## src/verilog/motor_pwm_pkg.sv

```systemverilog
// Purpose: shared constants and types for the motor pwm timing block
// Assumes: one 250 MHz clock; slower rates are enable pulses
// Notes: dead time and delays count 60 MHz bus ticks
package motor_pwm_pkg;
    localparam int CLK_MHZ = 250;
    localparam int BUS_MHZ = 60;
    localparam int OSC_MHZ = 48;
    localparam int CONV_MHZ = OSC_MHZ / 2;
    localparam int CAL_DIV = 4;
    localparam logic [1:0] CAL_LAST = 2'(CAL_DIV - 1);
    // -3000 and 2999 in two's complement
    localparam logic [13:0] CNT_INIT = 14'h3448;
    localparam logic [13:0] CNT_FINAL = 14'h0BB7;
    localparam int DEAD_NS = 500;
    localparam logic [5:0] DEAD_TICKS = 6'(BUS_MHZ * DEAD_NS / 1000);
    localparam logic [15:0] PRE0_TICKS = 16'(BUS_MHZ * DEAD_NS / 2000);
    localparam logic [3:0] CONV_TICKS = 4'hE;
    localparam logic [4:0] AVG_LAST = 5'h1F;
    localparam int AVG_SHIFT = 5;
    localparam logic [5:0] DAC_REF = 6'h3E;
    localparam logic [3:0] SLOW_LAST = 4'hF;
    localparam logic [6:0] HALL_LAST = 7'h7F;
    localparam logic [15:0] CNT16_MAX = 16'hFFFF;

    typedef struct packed {
        logic high;
        logic low;
    } gate_pair_s;

    typedef struct packed {
        logic start;
        logic bus_sel;
    } conv_req_s;

    typedef enum logic {POS_ENCODER, POS_HALL} pos_mode_e;
    typedef enum logic [1:0] {CV_IDLE, CV_CURRENT, CV_BUS, CV_CAL} conv_state_e;
endpackage

```

## src/verilog/rate_enable.sv

```systemverilog
// Purpose: fractional divider giving an average NUM/DEN enable rate
// Assumes: DEN below 256
// Notes: tick jitters by one clock; average rate is exact
`timescale 1ns/1ns
module rate_enable #(
    parameter int unsigned NUM = 1,
    parameter int unsigned DEN = 2
) (
    // clock and reset
    input wire logic clk,
    input wire logic reset,
    // enable out
    output logic tick
);
    logic [7:0] acc_q;
    wire [8:0] sum = {1'b0, acc_q} + 9'(NUM);
    wire wrap = sum >= 9'(DEN);
    wire [8:0] rem = sum - 9'(DEN);

    always_ff @(posedge clk) begin
        if (reset) begin
            acc_q <= 8'h00;
            tick <= 1'b0;
        end else begin
            acc_q <= wrap ? rem[7:0] : sum[7:0];
            tick <= wrap;
        end
    end
endmodule // rate_enable

```

## src/verilog/dead_time_pair.sv

```systemverilog
// Purpose: one complementary gate pair with dead time and shutoff
// Assumes: tick is the bus-rate enable
// Notes: a raw change during dead time restarts the gap
`timescale 1ns/1ns
module dead_time_pair (
    // clock and reset
    input wire logic clk,
    input wire logic reset,
    // control
    input wire logic tick,
    input wire logic raw,
    input wire logic off,
    // gates
    output motor_pwm_pkg::gate_pair_s gates
);
    logic raw_q;
    logic [5:0] dead_q;
    wire settled = dead_q == 6'h00;

    always_ff @(posedge clk) begin
        if (reset) begin
            raw_q <= 1'b0;
            dead_q <= motor_pwm_pkg::DEAD_TICKS;
            gates <= '0;
        end else begin
            if (tick && raw != raw_q) begin
                raw_q <= raw;
                dead_q <= motor_pwm_pkg::DEAD_TICKS;
            end else if (tick && !settled) begin
                dead_q <= dead_q - 6'h01;
            end
            gates.high <= raw_q & settled & ~off;
            gates.low <= ~raw_q & settled & ~off;
        end
    end
endmodule // dead_time_pair

```

## src/verilog/motor_pwm_adc_sync.sv

```systemverilog
// Purpose: pwm, trigger delay, converter, slow loop and position timing
// Assumes: pins pass two flops; software strobes are on clk
// Notes: bus and converter rates are enables from fractional dividers
`timescale 1ns/1ns
module motor_pwm_adc_sync (
    // clock and reset
    input wire logic clk,
    input wire logic reset,
    // pwm duty, taken at reload
    input wire logic [2:0][13:0] duty_compare,
    // fault pins
    input wire logic fault_input_one,
    input wire logic overcurrent_comparator,
    // gate driver
    output motor_pwm_pkg::gate_pair_s [2:0] gate_pairs,
    output logic [1:0] masked_channels,
    output logic [5:0] comparator_reference_dac,
    output logic fault_active,
    // trigger delay unit
    input wire logic [15:0] interrupt_delay_value,
    input wire logic reload_trigger_disable,
    input wire logic delay_point_ack,
    input wire logic seq_error_clear,
    output logic reload_trigger,
    output logic reload_trigger_enabled,
    output logic delay_point_flag,
    output logic seq_error_flag,
    output logic delay_unit_irq,
    // converters a and b
    input wire logic [1:0][11:0] analog_sample,
    input wire logic [1:0][1:0] result_read,
    input wire logic calibrate_start,
    input wire logic fast_loop_ack,
    output motor_pwm_pkg::conv_req_s [1:0] conv_req,
    output logic [1:0][1:0][11:0] conv_result,
    output logic [1:0][11:0] cal_average,
    output logic [1:0] calibrating,
    output logic fast_loop_irq,
    // slow loop timer
    input wire logic [15:0] slow_loop_period,
    output logic slow_loop_irq,
    // position timer
    input wire motor_pwm_pkg::pos_mode_e position_mode,
    input wire logic [15:0] encoder_pulses,
    input wire logic encoder_a,
    input wire logic encoder_b,
    input wire logic [2:0] hall_sensor,
    output logic [15:0] position_count,
    output logic [15:0] hall_capture,
    output logic hall_capture_irq
);
    // pin synchronisers
    logic [6:0] pin_meta_q;
    logic [6:0] pin_q;
    wire [6:0] pins = {hall_sensor, encoder_b, encoder_a, overcurrent_comparator, fault_input_one};
    wire fault_s = pin_q[0];
    wire cmp_s = pin_q[1];
    wire enc_a_s = pin_q[2];
    wire enc_b_s = pin_q[3];
    wire [2:0] hall_s = pin_q[6:4];

    always_ff @(posedge clk) begin
        if (reset) begin
            pin_meta_q <= '0;
            pin_q <= '0;
        end else begin
            pin_meta_q <= pins;
            pin_q <= pin_meta_q;
        end
    end

    // rate enables
    logic bus_tick;
    logic conv_tick;
    rate_enable #(.NUM(motor_pwm_pkg::BUS_MHZ), .DEN(motor_pwm_pkg::CLK_MHZ)) u_bus_rate (
        .clk(clk),
        .reset(reset),
        .tick(bus_tick)
    );
    rate_enable #(.NUM(motor_pwm_pkg::CONV_MHZ), .DEN(motor_pwm_pkg::CLK_MHZ)) u_conv_rate (
        .clk(clk),
        .reset(reset),
        .tick(conv_tick)
    );

    // pwm counter
    logic [13:0] cnt_q;
    logic [2:0][13:0] duty_q;
    logic fault_active_q;
    logic [2:0] pwm_raw;
    wire at_final = cnt_q == motor_pwm_pkg::CNT_FINAL;
    wire reload = bus_tick & at_final;

    always_ff @(posedge clk) begin
        if (reset) begin
            cnt_q <= motor_pwm_pkg::CNT_INIT;
            duty_q <= {3{motor_pwm_pkg::CNT_INIT}};
        end else if (bus_tick) begin
            cnt_q <= at_final ? motor_pwm_pkg::CNT_INIT : cnt_q + 14'h0001;
            if (at_final) begin
                duty_q <= duty_compare;
            end
        end
    end

    for (genvar p = 0; p < 3; p++) begin : g_pair
        assign pwm_raw[p] = $signed(cnt_q) < $signed(duty_q[p]);
        dead_time_pair u_pair (
            .clk(clk),
            .reset(reset),
            .tick(bus_tick),
            .raw(pwm_raw[p]),
            .off(fault_active_q),
            .gates(gate_pairs[p])
        );
    end
    assign masked_channels = 2'h0;

    // comparator filter and fault latch
    logic [3:0] cmp_hist_q;
    logic cmp_filt_q;
    assign comparator_reference_dac = motor_pwm_pkg::DAC_REF;
    wire fault_now = fault_s | cmp_filt_q;

    always_ff @(posedge clk) begin
        if (reset) begin
            cmp_hist_q <= 4'h0;
            cmp_filt_q <= 1'b0;
            fault_active_q <= 1'b0;
        end else begin
            if (bus_tick) begin
                cmp_hist_q <= {cmp_hist_q[2:0], cmp_s};
                if (&cmp_hist_q) begin
                    cmp_filt_q <= 1'b1;
                end else if (~|cmp_hist_q) begin
                    cmp_filt_q <= 1'b0;
                end
            end
            if (fault_now) begin
                fault_active_q <= 1'b1;
            end else if (reload) begin
                fault_active_q <= 1'b0;
            end
        end
    end
    assign fault_active = fault_active_q;

    // trigger delay unit; counter parks at max so nothing fires before the first trigger
    logic trig_en_q;
    logic trig_q;
    logic dly_flag_q;
    logic seq_err_q;
    logic fast_irq_q;
    logic [15:0] dly_cnt_q;
    logic [1:0] seq_set;
    logic [1:0] done_cur;
    wire fire = reload & trig_en_q;
    wire dly_hit = bus_tick & (dly_cnt_q == interrupt_delay_value);
    wire pre0 = bus_tick & (dly_cnt_q == motor_pwm_pkg::PRE0_TICKS);
    wire dly_run = bus_tick & (dly_cnt_q != motor_pwm_pkg::CNT16_MAX);

    always_ff @(posedge clk) begin
        if (reset) begin
            trig_en_q <= 1'b1;
            trig_q <= 1'b0;
            dly_flag_q <= 1'b0;
            seq_err_q <= 1'b0;
            fast_irq_q <= 1'b0;
            dly_cnt_q <= motor_pwm_pkg::CNT16_MAX;
        end else begin
            trig_q <= fire;
            if (fire) begin
                dly_cnt_q <= 16'h0000;
            end else if (dly_run) begin
                dly_cnt_q <= dly_cnt_q + 16'h0001;
            end
            if (dly_hit) begin
                trig_en_q <= 1'b1;
            end else if (reload_trigger_disable) begin
                trig_en_q <= 1'b0;
            end
            if (dly_hit) begin
                dly_flag_q <= 1'b1;
            end else if (delay_point_ack) begin
                dly_flag_q <= 1'b0;
            end
            if (|seq_set) begin
                seq_err_q <= 1'b1;
            end else if (seq_error_clear) begin
                seq_err_q <= 1'b0;
            end
            if (done_cur[0]) begin
                fast_irq_q <= 1'b1;
            end else if (fast_loop_ack) begin
                fast_irq_q <= 1'b0;
            end
        end
    end
    assign reload_trigger = trig_q;
    assign reload_trigger_enabled = trig_en_q;
    assign delay_point_flag = dly_flag_q;
    assign seq_error_flag = seq_err_q;
    assign fast_loop_irq = fast_irq_q;
    // held off while converter interrupt pends
    assign delay_unit_irq = (dly_flag_q | seq_err_q) & ~fast_irq_q;

    // converters
    logic [1:0] cal_div_q;
    wire slow_conv = conv_tick & (cal_div_q == motor_pwm_pkg::CAL_LAST);

    always_ff @(posedge clk) begin
        if (reset) begin
            cal_div_q <= 2'h0;
        end else if (conv_tick) begin
            cal_div_q <= cal_div_q + 2'h1;
        end
    end

    for (genvar c = 0; c < 2; c++) begin : g_conv
        motor_pwm_pkg::conv_state_e st_q;
        logic [3:0] left_q;
        logic [11:0] hold_q;
        logic [1:0] valid_q;
        logic [1:0][11:0] res_q;
        logic [11:0] avg_q;
        logic [4:0] avg_n_q;
        logic [16:0] acc_q;
        logic req_q;
        logic sel_q;
        wire in_cal = st_q == motor_pwm_pkg::CV_CAL;
        wire busy = st_q != motor_pwm_pkg::CV_IDLE;
        wire ctick = in_cal ? slow_conv : conv_tick;
        wire done = busy & ctick & (left_q == 4'h1);
        wire start0 = pre0 & ~busy;
        wire done_bus = done & (st_q == motor_pwm_pkg::CV_BUS);
        wire done_cal = done & in_cal;
        wire cal_end = done_cal & (avg_n_q == motor_pwm_pkg::AVG_LAST);
        wire cal_go = calibrate_start & ~busy & ~start0;
        wire load = start0 | cal_go | done_cur[c] | (done_cal & ~cal_end);
        wire [16:0] acc_next = acc_q + 17'(hold_q);
        assign done_cur[c] = done & (st_q == motor_pwm_pkg::CV_CURRENT);
        assign seq_set[c] = (start0 & valid_q[0]) | (done_cur[c] & valid_q[1]);

        always_ff @(posedge clk) begin
            if (reset) begin
                st_q <= motor_pwm_pkg::CV_IDLE;
                left_q <= 4'h0;
                hold_q <= 12'h000;
                valid_q <= 2'h0;
                res_q <= '0;
                avg_q <= 12'h000;
                avg_n_q <= 5'h00;
                acc_q <= 17'h00000;
                req_q <= 1'b0;
                sel_q <= 1'b0;
            end else begin
                // bus voltage chained back to back
                req_q <= start0 | done_cur[c];
                sel_q <= done_cur[c];
                if (load) begin
                    hold_q <= analog_sample[c];
                    left_q <= motor_pwm_pkg::CONV_TICKS;
                end else if (busy && ctick) begin
                    left_q <= left_q - 4'h1;
                end
                unique case (st_q)
                    motor_pwm_pkg::CV_IDLE: begin
                        if (start0) begin
                            st_q <= motor_pwm_pkg::CV_CURRENT;
                        end else if (cal_go) begin
                            st_q <= motor_pwm_pkg::CV_CAL;
                        end
                    end
                    motor_pwm_pkg::CV_CURRENT: begin
                        if (done) begin
                            st_q <= motor_pwm_pkg::CV_BUS;
                        end
                    end
                    motor_pwm_pkg::CV_BUS: begin
                        if (done) begin
                            st_q <= motor_pwm_pkg::CV_IDLE;
                        end
                    end
                    motor_pwm_pkg::CV_CAL: begin
                        if (cal_end) begin
                            st_q <= motor_pwm_pkg::CV_IDLE;
                        end
                    end
                endcase
                if (done_cur[c]) begin
                    res_q[0] <= hold_q;
                end
                if (done_bus) begin
                    res_q[1] <= hold_q;
                end
                valid_q[0] <= done_cur[c] | (valid_q[0] & ~result_read[c][0]);
                valid_q[1] <= done_bus | (valid_q[1] & ~result_read[c][1]);
                if (cal_go) begin
                    acc_q <= 17'h00000;
                    avg_n_q <= 5'h00;
                end else if (done_cal) begin
                    acc_q <= acc_next;
                    avg_n_q <= avg_n_q + 5'h01;
                end
                if (cal_end) begin
                    avg_q <= 12'(acc_next >> motor_pwm_pkg::AVG_SHIFT);
                end
            end
        end
        assign conv_req[c].start = req_q;
        assign conv_req[c].bus_sel = sel_q;
        assign conv_result[c] = res_q;
        assign cal_average[c] = avg_q;
        assign calibrating[c] = in_cal;
    end

    // slow loop timer
    logic [3:0] slow_pre_q;
    logic [15:0] slow_cnt_q;
    logic slow_irq_q;
    wire slow_tick = bus_tick & (slow_pre_q == motor_pwm_pkg::SLOW_LAST);
    wire slow_wrap = slow_tick & (slow_cnt_q >= slow_loop_period);

    always_ff @(posedge clk) begin
        if (reset) begin
            slow_pre_q <= 4'h0;
            slow_cnt_q <= 16'h0000;
            slow_irq_q <= 1'b0;
        end else begin
            if (bus_tick) begin
                slow_pre_q <= slow_pre_q + 4'h1;
            end
            if (slow_tick) begin
                slow_cnt_q <= slow_wrap ? 16'h0000 : slow_cnt_q + 16'h0001;
            end
            slow_irq_q <= slow_wrap;
        end
    end
    assign slow_loop_irq = slow_irq_q;

    // position timer; no halt input, so it keeps counting under debug halt
    logic [6:0] hall_pre_q;
    logic [15:0] pos_q;
    logic [15:0] cap_q;
    logic hall_x_q;
    logic enc_a_q;
    logic enc_b_q;
    logic cap_irq_q;
    wire hall_x = ^hall_s;
    wire hall_edge = hall_x ^ hall_x_q;
    wire hall_tick = bus_tick & (hall_pre_q == motor_pwm_pkg::HALL_LAST);
    wire is_hall = position_mode == motor_pwm_pkg::POS_HALL;
    // wrap at four times pulses minus one
    wire [15:0] enc_last = {encoder_pulses[13:0], 2'h0} - 16'h0001;
    wire enc_step = enc_a_s ^ enc_a_q ^ enc_b_s ^ enc_b_q;
    wire enc_up = enc_a_s ^ enc_b_q;
    wire [15:0] enc_inc = (pos_q >= enc_last) ? 16'h0000 : pos_q + 16'h0001;
    wire [15:0] enc_dec = (pos_q == 16'h0000) ? enc_last : pos_q - 16'h0001;

    always_ff @(posedge clk) begin
        if (reset) begin
            hall_pre_q <= 7'h00;
            pos_q <= 16'h0000;
            cap_q <= 16'h0000;
            hall_x_q <= 1'b0;
            enc_a_q <= 1'b0;
            enc_b_q <= 1'b0;
            cap_irq_q <= 1'b0;
        end else begin
            hall_x_q <= hall_x;
            enc_a_q <= enc_a_s;
            enc_b_q <= enc_b_s;
            if (bus_tick) begin
                hall_pre_q <= hall_pre_q + 7'h01;
            end
            cap_irq_q <= is_hall & hall_edge;
            if (is_hall && hall_edge) begin
                cap_q <= pos_q;
                pos_q <= 16'h0000;
            end else if (is_hall && hall_tick) begin
                pos_q <= pos_q + 16'h0001;
            end else if (!is_hall && enc_step) begin
                pos_q <= enc_up ? enc_inc : enc_dec;
            end
        end
    end
    assign position_count = pos_q;
    assign hall_capture = cap_q;
    assign hall_capture_irq = cap_irq_q;

    wire [2:0] gate_hi = {gate_pairs[2].high, gate_pairs[1].high, gate_pairs[0].high};
    wire [2:0] gate_lo = {gate_pairs[2].low, gate_pairs[1].low, gate_pairs[0].low};
endmodule // motor_pwm_adc_sync

```

## config.mk

```make
export PLATFORM = sky130hd
export DESIGN_NAME = motor_pwm_adc_sync
export DESIGN_NICKNAME = d
export VERILOG_FILES = /design/src/verilog/motor_pwm_pkg.sv /design/src/verilog/rate_enable.sv /design/src/verilog/dead_time_pair.sv /design/src/verilog/motor_pwm_adc_sync.sv
export SDC_FILE = /design/constraint.sdc
export NUM_CORES = 1
export LEC_CHECK = 0
export ABC_AREA = 0
export BUFFER_PORTS_ARGS = -buffer_cell sky130_fd_sc_hd__buf_2
export CAP_MARGIN = 20
export CELL_PAD_IN_SITES_DETAIL_PLACEMENT = 1
export CELL_PAD_IN_SITES_GLOBAL_PLACEMENT = 1
export CORE_MARGIN = 2
export CORE_UTILIZATION = 48
export CTS_BUF_LIST = sky130_fd_sc_hd__clkbuf_2
export DETAILED_ROUTE_END_ITERATION = 16
export PLACE_DENSITY = 0.89
export SLEW_MARGIN = 10
export SYNTH_ARGS = -nofsm -noshare
export SYNTH_HDL_FRONTEND = slang
export SYNTH_SLANG_ARGS = --single-unit
export TNS_END_PERCENT = 100
```

## constraint.sdc

```tcl
create_clock -name clk -period 10.4 [get_ports clk]
set_input_delay 2.6 -clock clk [delete_from_list [all_inputs] [get_ports clk]]
set_output_delay 2.6 -clock clk [all_outputs]
set_load 0.005 [all_outputs]
```

# [After elaboration in Yosys (flattened, before gate mapping)]
# Index checks and enable logic that the tools add are counted.
# Widths: inputs -> output; s select.
[totals] register_bits=368 in_bits=133 output_inout_bits=133 word_cells=298
[op_classes] add_sub_neg=22 n_lt_le_gt_ge=7 eq_ne=29 n_mux=39 bitwise_logic=87 reduce_logical=48
[op_table] operator="$mux 16" n=8
[op_table] operator="$and 1x1->1" n=51
[op_table] operator="$add 16x1->16 const B" n=3
[op_table] operator="$lt 14x14->1" n=3
[op_table] operator="$add 17x12->17" n=2
[op_table] operator="$ge 16x16->1" n=2
[op_table] operator="$sub 16x1->16 const B" n=2
[op_table] operator="$mux 2" n=10
[op_table] operator="$reduce_bool 2->1" n=10
[op_table] operator="$reduce_or 2->1" n=10
[op_table] operator="$ge 9x8->1 const B" n=2
[op_table] operator="$logic_not 6->1" n=3
[op_table] operator="$sub 6x1->6 const B" n=3
[op_table] operator="$eq 16x16->1" n=1
[op_table] operator="$eq 16x4->1 const B" n=1
[op_table] operator="$logic_not 16->1" n=1
[op_table] operator="$mux 4" n=4
[op_table] operator="$mux 8" n=2
[op_table] operator="$ne 16x16->1 const B" n=1
[op_table] operator="$or 1x1->1" n=16
[op_table] operator="$pmux 2 s4" n=2
[op_table] operator="$sub 8x8->8 const B" n=2
[op_table] operator="$not 1->1" n=15
[op_table] operator="$add 14x1->14 const B" n=1
[op_table] operator="other kinds (28)" n=77

# [Depth between registers and ports, before layout]
[logic_depth] ltp_word=11 ltp_mapped=13 mapped_depth_nobuf=13

# [Cells and area by module]
# Synthesis repeated with hierarchy kept, for this count alone.
[hier_totals] cells_unflattened=2297 area_unflattened_um2=19246.0
[by_module_without_submodules] module="motor_pwm_adc_sync" n_inst=1 cells_per_inst=2020 area_each_um2=16732.3 seq_area_each_um2=6466.2
[by_module_without_submodules] module="dead_time_pair" n_inst=3 cells_per_inst=50 area_each_um2=469.2 seq_area_each_um2=180.2
[by_module_without_submodules] module="rate_enable (u_bus_rate)" n_inst=1 cells_per_inst=69 area_each_um2=573.0 seq_area_each_um2=160.2
[by_module_without_submodules] module="rate_enable (u_conv_rate)" n_inst=1 cells_per_inst=58 area_each_um2=533.0 seq_area_each_um2=160.2

# [Worst setup path before layout]
# No wires, ideal clock.
[synth_path] kind="input port to flip-flop" start="in encoder_pulses[2]" end="reg pos_q[12], in the netlist position_count[12]" setup_ns=0.103 arrival_ns=5.217 required_time_ns=10.297 slack_ns=5.080 path_stages=13 path_buffers=1 cell_sequence="nor3_1 -> or3b_1 -> clkbuf_1 -> nor4_2 -> xnor2_1 -> ha_1 -> a21oi_1 -> o21ai_0 -> a21oi_1 -> nand2_1 -> o21ai_1 -> a211oi_1 -> a2111oi_2"
[synth_between] elab_chain_cells=6 word_cells_on_any_way=7 classes_between="add/sub: 1; order compare: 1; mux: 5"
[synth_rtl] item="from (decl)" line_no="motor_pwm_adc_sync.sv:44" source="input wire logic [15:0] encoder_pulses,"
[synth_rtl] item="$sub 16x1->16 (*)" line_no="motor_pwm_adc_sync.sv:354" source="wire [15:0] enc_last = {encoder_pulses[13:0], 2'h0} - 16'h0001;"
[synth_rtl] item="$ge 16x16->1" line_no="motor_pwm_adc_sync.sv:357" source="wire [15:0] enc_inc = (pos_q >= enc_last) ? 16'h0000 : pos_q + 16'h0001;"
[synth_rtl] item="$mux 16" line_no="motor_pwm_adc_sync.sv:357"
[synth_rtl] item="$mux 16 (*)" line_no="motor_pwm_adc_sync.sv:383" source="pos_q <= enc_up ? enc_inc : enc_dec;"
[synth_rtl] item="$mux 16 (*)" line_no="motor_pwm_adc_sync.sv:382" source="end else if (!is_hall && enc_step) begin"
[synth_rtl] item="$mux 16 (*)" line_no="motor_pwm_adc_sync.sv:380" source="end else if (is_hall && hall_tick) begin"
[synth_rtl] item="to (signal assigned)" line_no="motor_pwm_adc_sync.sv:381" source="pos_q <= pos_q + 16'h0001;"
[synth_rtl] item="to (signal assigned)" line_no="motor_pwm_adc_sync.sv:383"
[synth_rtl] item="to (decl)" line_no="motor_pwm_adc_sync.sv:343" source="logic [15:0] pos_q;"
# Every way passes the cells marked *; elsewhere a longest branch is shown, timed or not. The select of a mux whose other input is x is not followed.
# A chain may end at the register's enable or synchronous reset.

# [Worst setup path in the final report]
# Ends and elaborated chain as after synthesis.

==> reports/qor.yml <==
status: "finished clean"
ctsHoldBuffers: 0
synth_area_sq_um: 18630
drive_gt1_frac: 0.1804
setup_viol: 0
fp.coreArea_sq_um: 38470
drt-total-wl_um: 53460
finalWeightedCongestion: 0.9003
cp-end-kind: "flop"
path_class: "in2reg"
ys_warn_count: 0
power_mw: 2.992
cts_tree: "done"
worst-path-max-fanout: 8
regArea_sq_um: 7328
die_y_um: 201.0
mostFrequentLayoutCells: "dfxtp_1 (365), nand2_1 (321), buf_2 (254), nor2_1 (250), a21oi_1 (174)"
cpLargestDelayFamily: "compound AO/OA/AOI/OAI gates"
critical_path_buf_inv_count: 1
powerDensity_nw_per_um2: 142.0
crit_chain: "buf_2, nor3_1, or3b_1, nor4_2, xnor2_1, ha_1, a21oi_1, o21ai_0, a21oi_1, nand2_1, o21ai_1, a211oi_1, a2111oi_2"
clock.fmax_mhz: 188.9
cpMostUsedCell: "a21oi_1"
synth_cell_types: 84
period_minus_slack_ns: 5.293
area_growth_pct: 13.15
yosysSeqAreaShare: 0.3934
via_per_inst: 5.505
met1_length_um: 21880
drv_cap: 0
slew_headroom: 0.3158
r2r_end: "duty_q[11]"
grt_pass1_vias: 18380
final_antenna_net_count: 0
grt_overflow: 0
rr_worst_depth: 8
peakVddDrop_mv: 0.08711
hold_viol: 0
met3_wirelength_um: 2743
grt_pass1_wl_um: 89010
io_pins: 266
synth_edf_count: 0
grtUsageTotal: 0.2636
synth-main-ff-cell: "dfxtp_1"
ctsResizeCount: 0
first_iter_violations: 666
synth_seq_cells: 366
grt_max_degree: 99
critical_path.max_stage_delay_ns: 0.67
nFillCells: 4843
slowest_stage: "o21ai_1"
routed.top_layer: "met5"
tns_ns: 0
htreeDepth: 3
rsz0062_at_grt: "false"
start_kind: "primary input"
ys_async_sr_fraction: 0
p_leak_nw: 9.132
firstDrtPassIters: 5
fin_skew_ns: 0.08991
antenna_found_initial: 3
rrSetupSlack_ns: 7.04
clk_latency_ns: 1.02
clk_pin_slew_ns: 0.11
clock-sinks: 366
finalCritPeriodShare: 0.5089
fp.dieW_um: 201.0
cp.required_ns: 11.28
cts_buffers: 98
rows: 72
start_util: 0.4842
syn_area_per_cell_sq_um: 8.353
maxSlewViolCount: 0
dr_wl_met2_um: 27260
hold_path_class: "reg2reg"
hpwl_um: 38040
crit_path_end: "position_count[12]"
wire_per_inst_um: 17.32
cts-root-buf: "clkbuf_2"
nets: 2754
worst_pin_slew_ns: 1.026
vias: 16990
crit_start: "encoder_pulses[2]"
synthCells: 2230
io_buffers: 255
drc: 0
r2r-start: "u_bus_rate.tick"
cts_setup_buffers: 0
final_common_cell: "dfxtp_1"
dieArea_sq_um: 40400
worst-path-stages: 13
clock_path_buffers: 3
worstPathArrival_ns: 6.17
multi_input_area_sq_um: 10400
worst min path at each step:
stage | slack (ns) | end | startpoint | cells past startpoint
2_1_floorplan | 0.41 | g_pair[1].u_pair.gates[0] | g_pair[1].u_pair.raw_q | 1
3_3_place_gp | 0.43 | pin_q[3] | pin_meta_q[3] | 1
3_5_place_dp | 0.43 | pin_q[3] | pin_meta_q[3] | 1
4_1_cts | 0.44 | pin_q[4] | pin_meta_q[4] | 1
5_1_grt | 0.46 | pin_q[4] | pin_meta_q[4] | 1
6_report | 0.43 | pin_q[4] | pin_meta_q[4] | 1
stage by stage:
step                instance area (sq um)  utilization  cells  hold WS (ns)  setup slack (ns)
finish                              21080       0.5479   3087        0.4346             5.107
global route                        21070       0.5477   3085        0.4559             4.815
CTS                                 21040       0.5470   3083        0.4384             5.283
detailed placement                  20180       0.5246   2911        0.4269             4.205
global placement                    20180       0.5246   2911        0.4282             4.270
floorplan                           18650            -   2236        0.4123             5.080
cells in the mapped netlist (all sizes together) (4+ instances only):
cell,instances,area share
clkbuf,64,0.013
xnor2,103,0.048
dfxtp,366,0.39
or4,8,0.0036
or2,6,0.0020
a211oi,40,0.017
a41oi,6,0.0028
a311oi,7,0.0033
a211o,4,0.0019
o21a,7,0.0028
nor4b,7,0.0044
o211ai,23,0.0093
or3,15,0.0050
buf,48,0.015
nand3b,4,0.0016
o311ai,4,0.0019
nand3,75,0.020
inv,110,0.022
o21ai,54,0.015
nand4,33,0.011
a311o,6,0.0032
and3,24,0.0081
nor4,17,0.0077
ha,125,0.084
nor2,251,0.051
mux2,4,0.0024
a221oi,4,0.0019
a21oi,176,0.048
nand2,323,0.065
nand2b,22,0.0075
mux2i,57,0.031
nor2b,29,0.0097
a31oi,11,0.0037
nor3,37,0.012
a21o,37,0.015
a2111oi,7,0.0036
xor2,63,0.030
o22ai,9,0.0030
worst register-to-register path, cell delays in order, from the launching register on:
cell and delay [ns]:
dfxtp_2 0.32, buf_4 0.49, inv_2 0.22, or4_1 0.59, or2_1 0.28, nor3_4 0.57
buf_4 0.48, nand2_1 0.15, a21oi_1 0.15
cell type report:
cell class | count | share of cell area
Multi-Input combinational cell | 1648 | 0.4935
Sequential cell | 366 | 0.3477
Timing Repair Buffer | 270 | 0.06726
Clock buffer | 145 | 0.03443
Tap cell | 518 | 0.03075
Inverter | 110 | 0.01959
Clock inverter | 27 | 0.006352
Antenna cell | 3 | 0.0003562
state kept, by name (all words and copies together), names as in the netlist, 3 cells and up:
name / count
slow_cnt_q: 16
g_pair.u_pair.raw_q: 3
g_pair.u_pair.gates: 6
cmp_hist_q: 4
cnt_q: 14
u_bus_rate.acc_q: 7
u_conv_rate.acc_q: 7
hall_capture: 16
position_count: 16
g_conv.acc_q: 34
dly_cnt_q: 16
g_conv.left_q: 8
g_conv.hold_q: 24
pin_q: 7
duty_q: 42
g_pair.u_pair.dead_q: 18
conv_result: 48
g_conv.st_q: 4
g_conv.avg_n_q: 10
g_conv.avg_q: 24
hall_pre_q: 7
g_conv.valid_q: 4
pin_meta_q: 7
slow_pre_q: 4
routing by layer:
metal,global-route usage,vias up
met5,0,-
met4,0.1185,2
met3,0.05763,118
met2,0.4795,388
met1,0.2934,8246
li1,-,8239
report_power, final:
| part | total (mW) | switching (mW) | internal (mW) |
|---|---|---|---|
| clock | 1.01 | 0.613 | 0.395 |
| sequential | 1.50 | 0.0643 | 1.44 |
| combinational | 0.480 | 0.284 | 0.196 |
cell families after synthesis:
family / synth area share
AO/OA/AOI/OAI: 0.1414
XOR/XNOR: 0.07805
adder cells (fa/ha/maj): 0.08665
buffers and inverters: 0.05045
flip-flops: 0.3934
multiplexers: 0.03305
other: 0.0004032
AND/OR/NAND/NOR: 0.2166
Note: power is estimated with default switching activity, not from simulation.
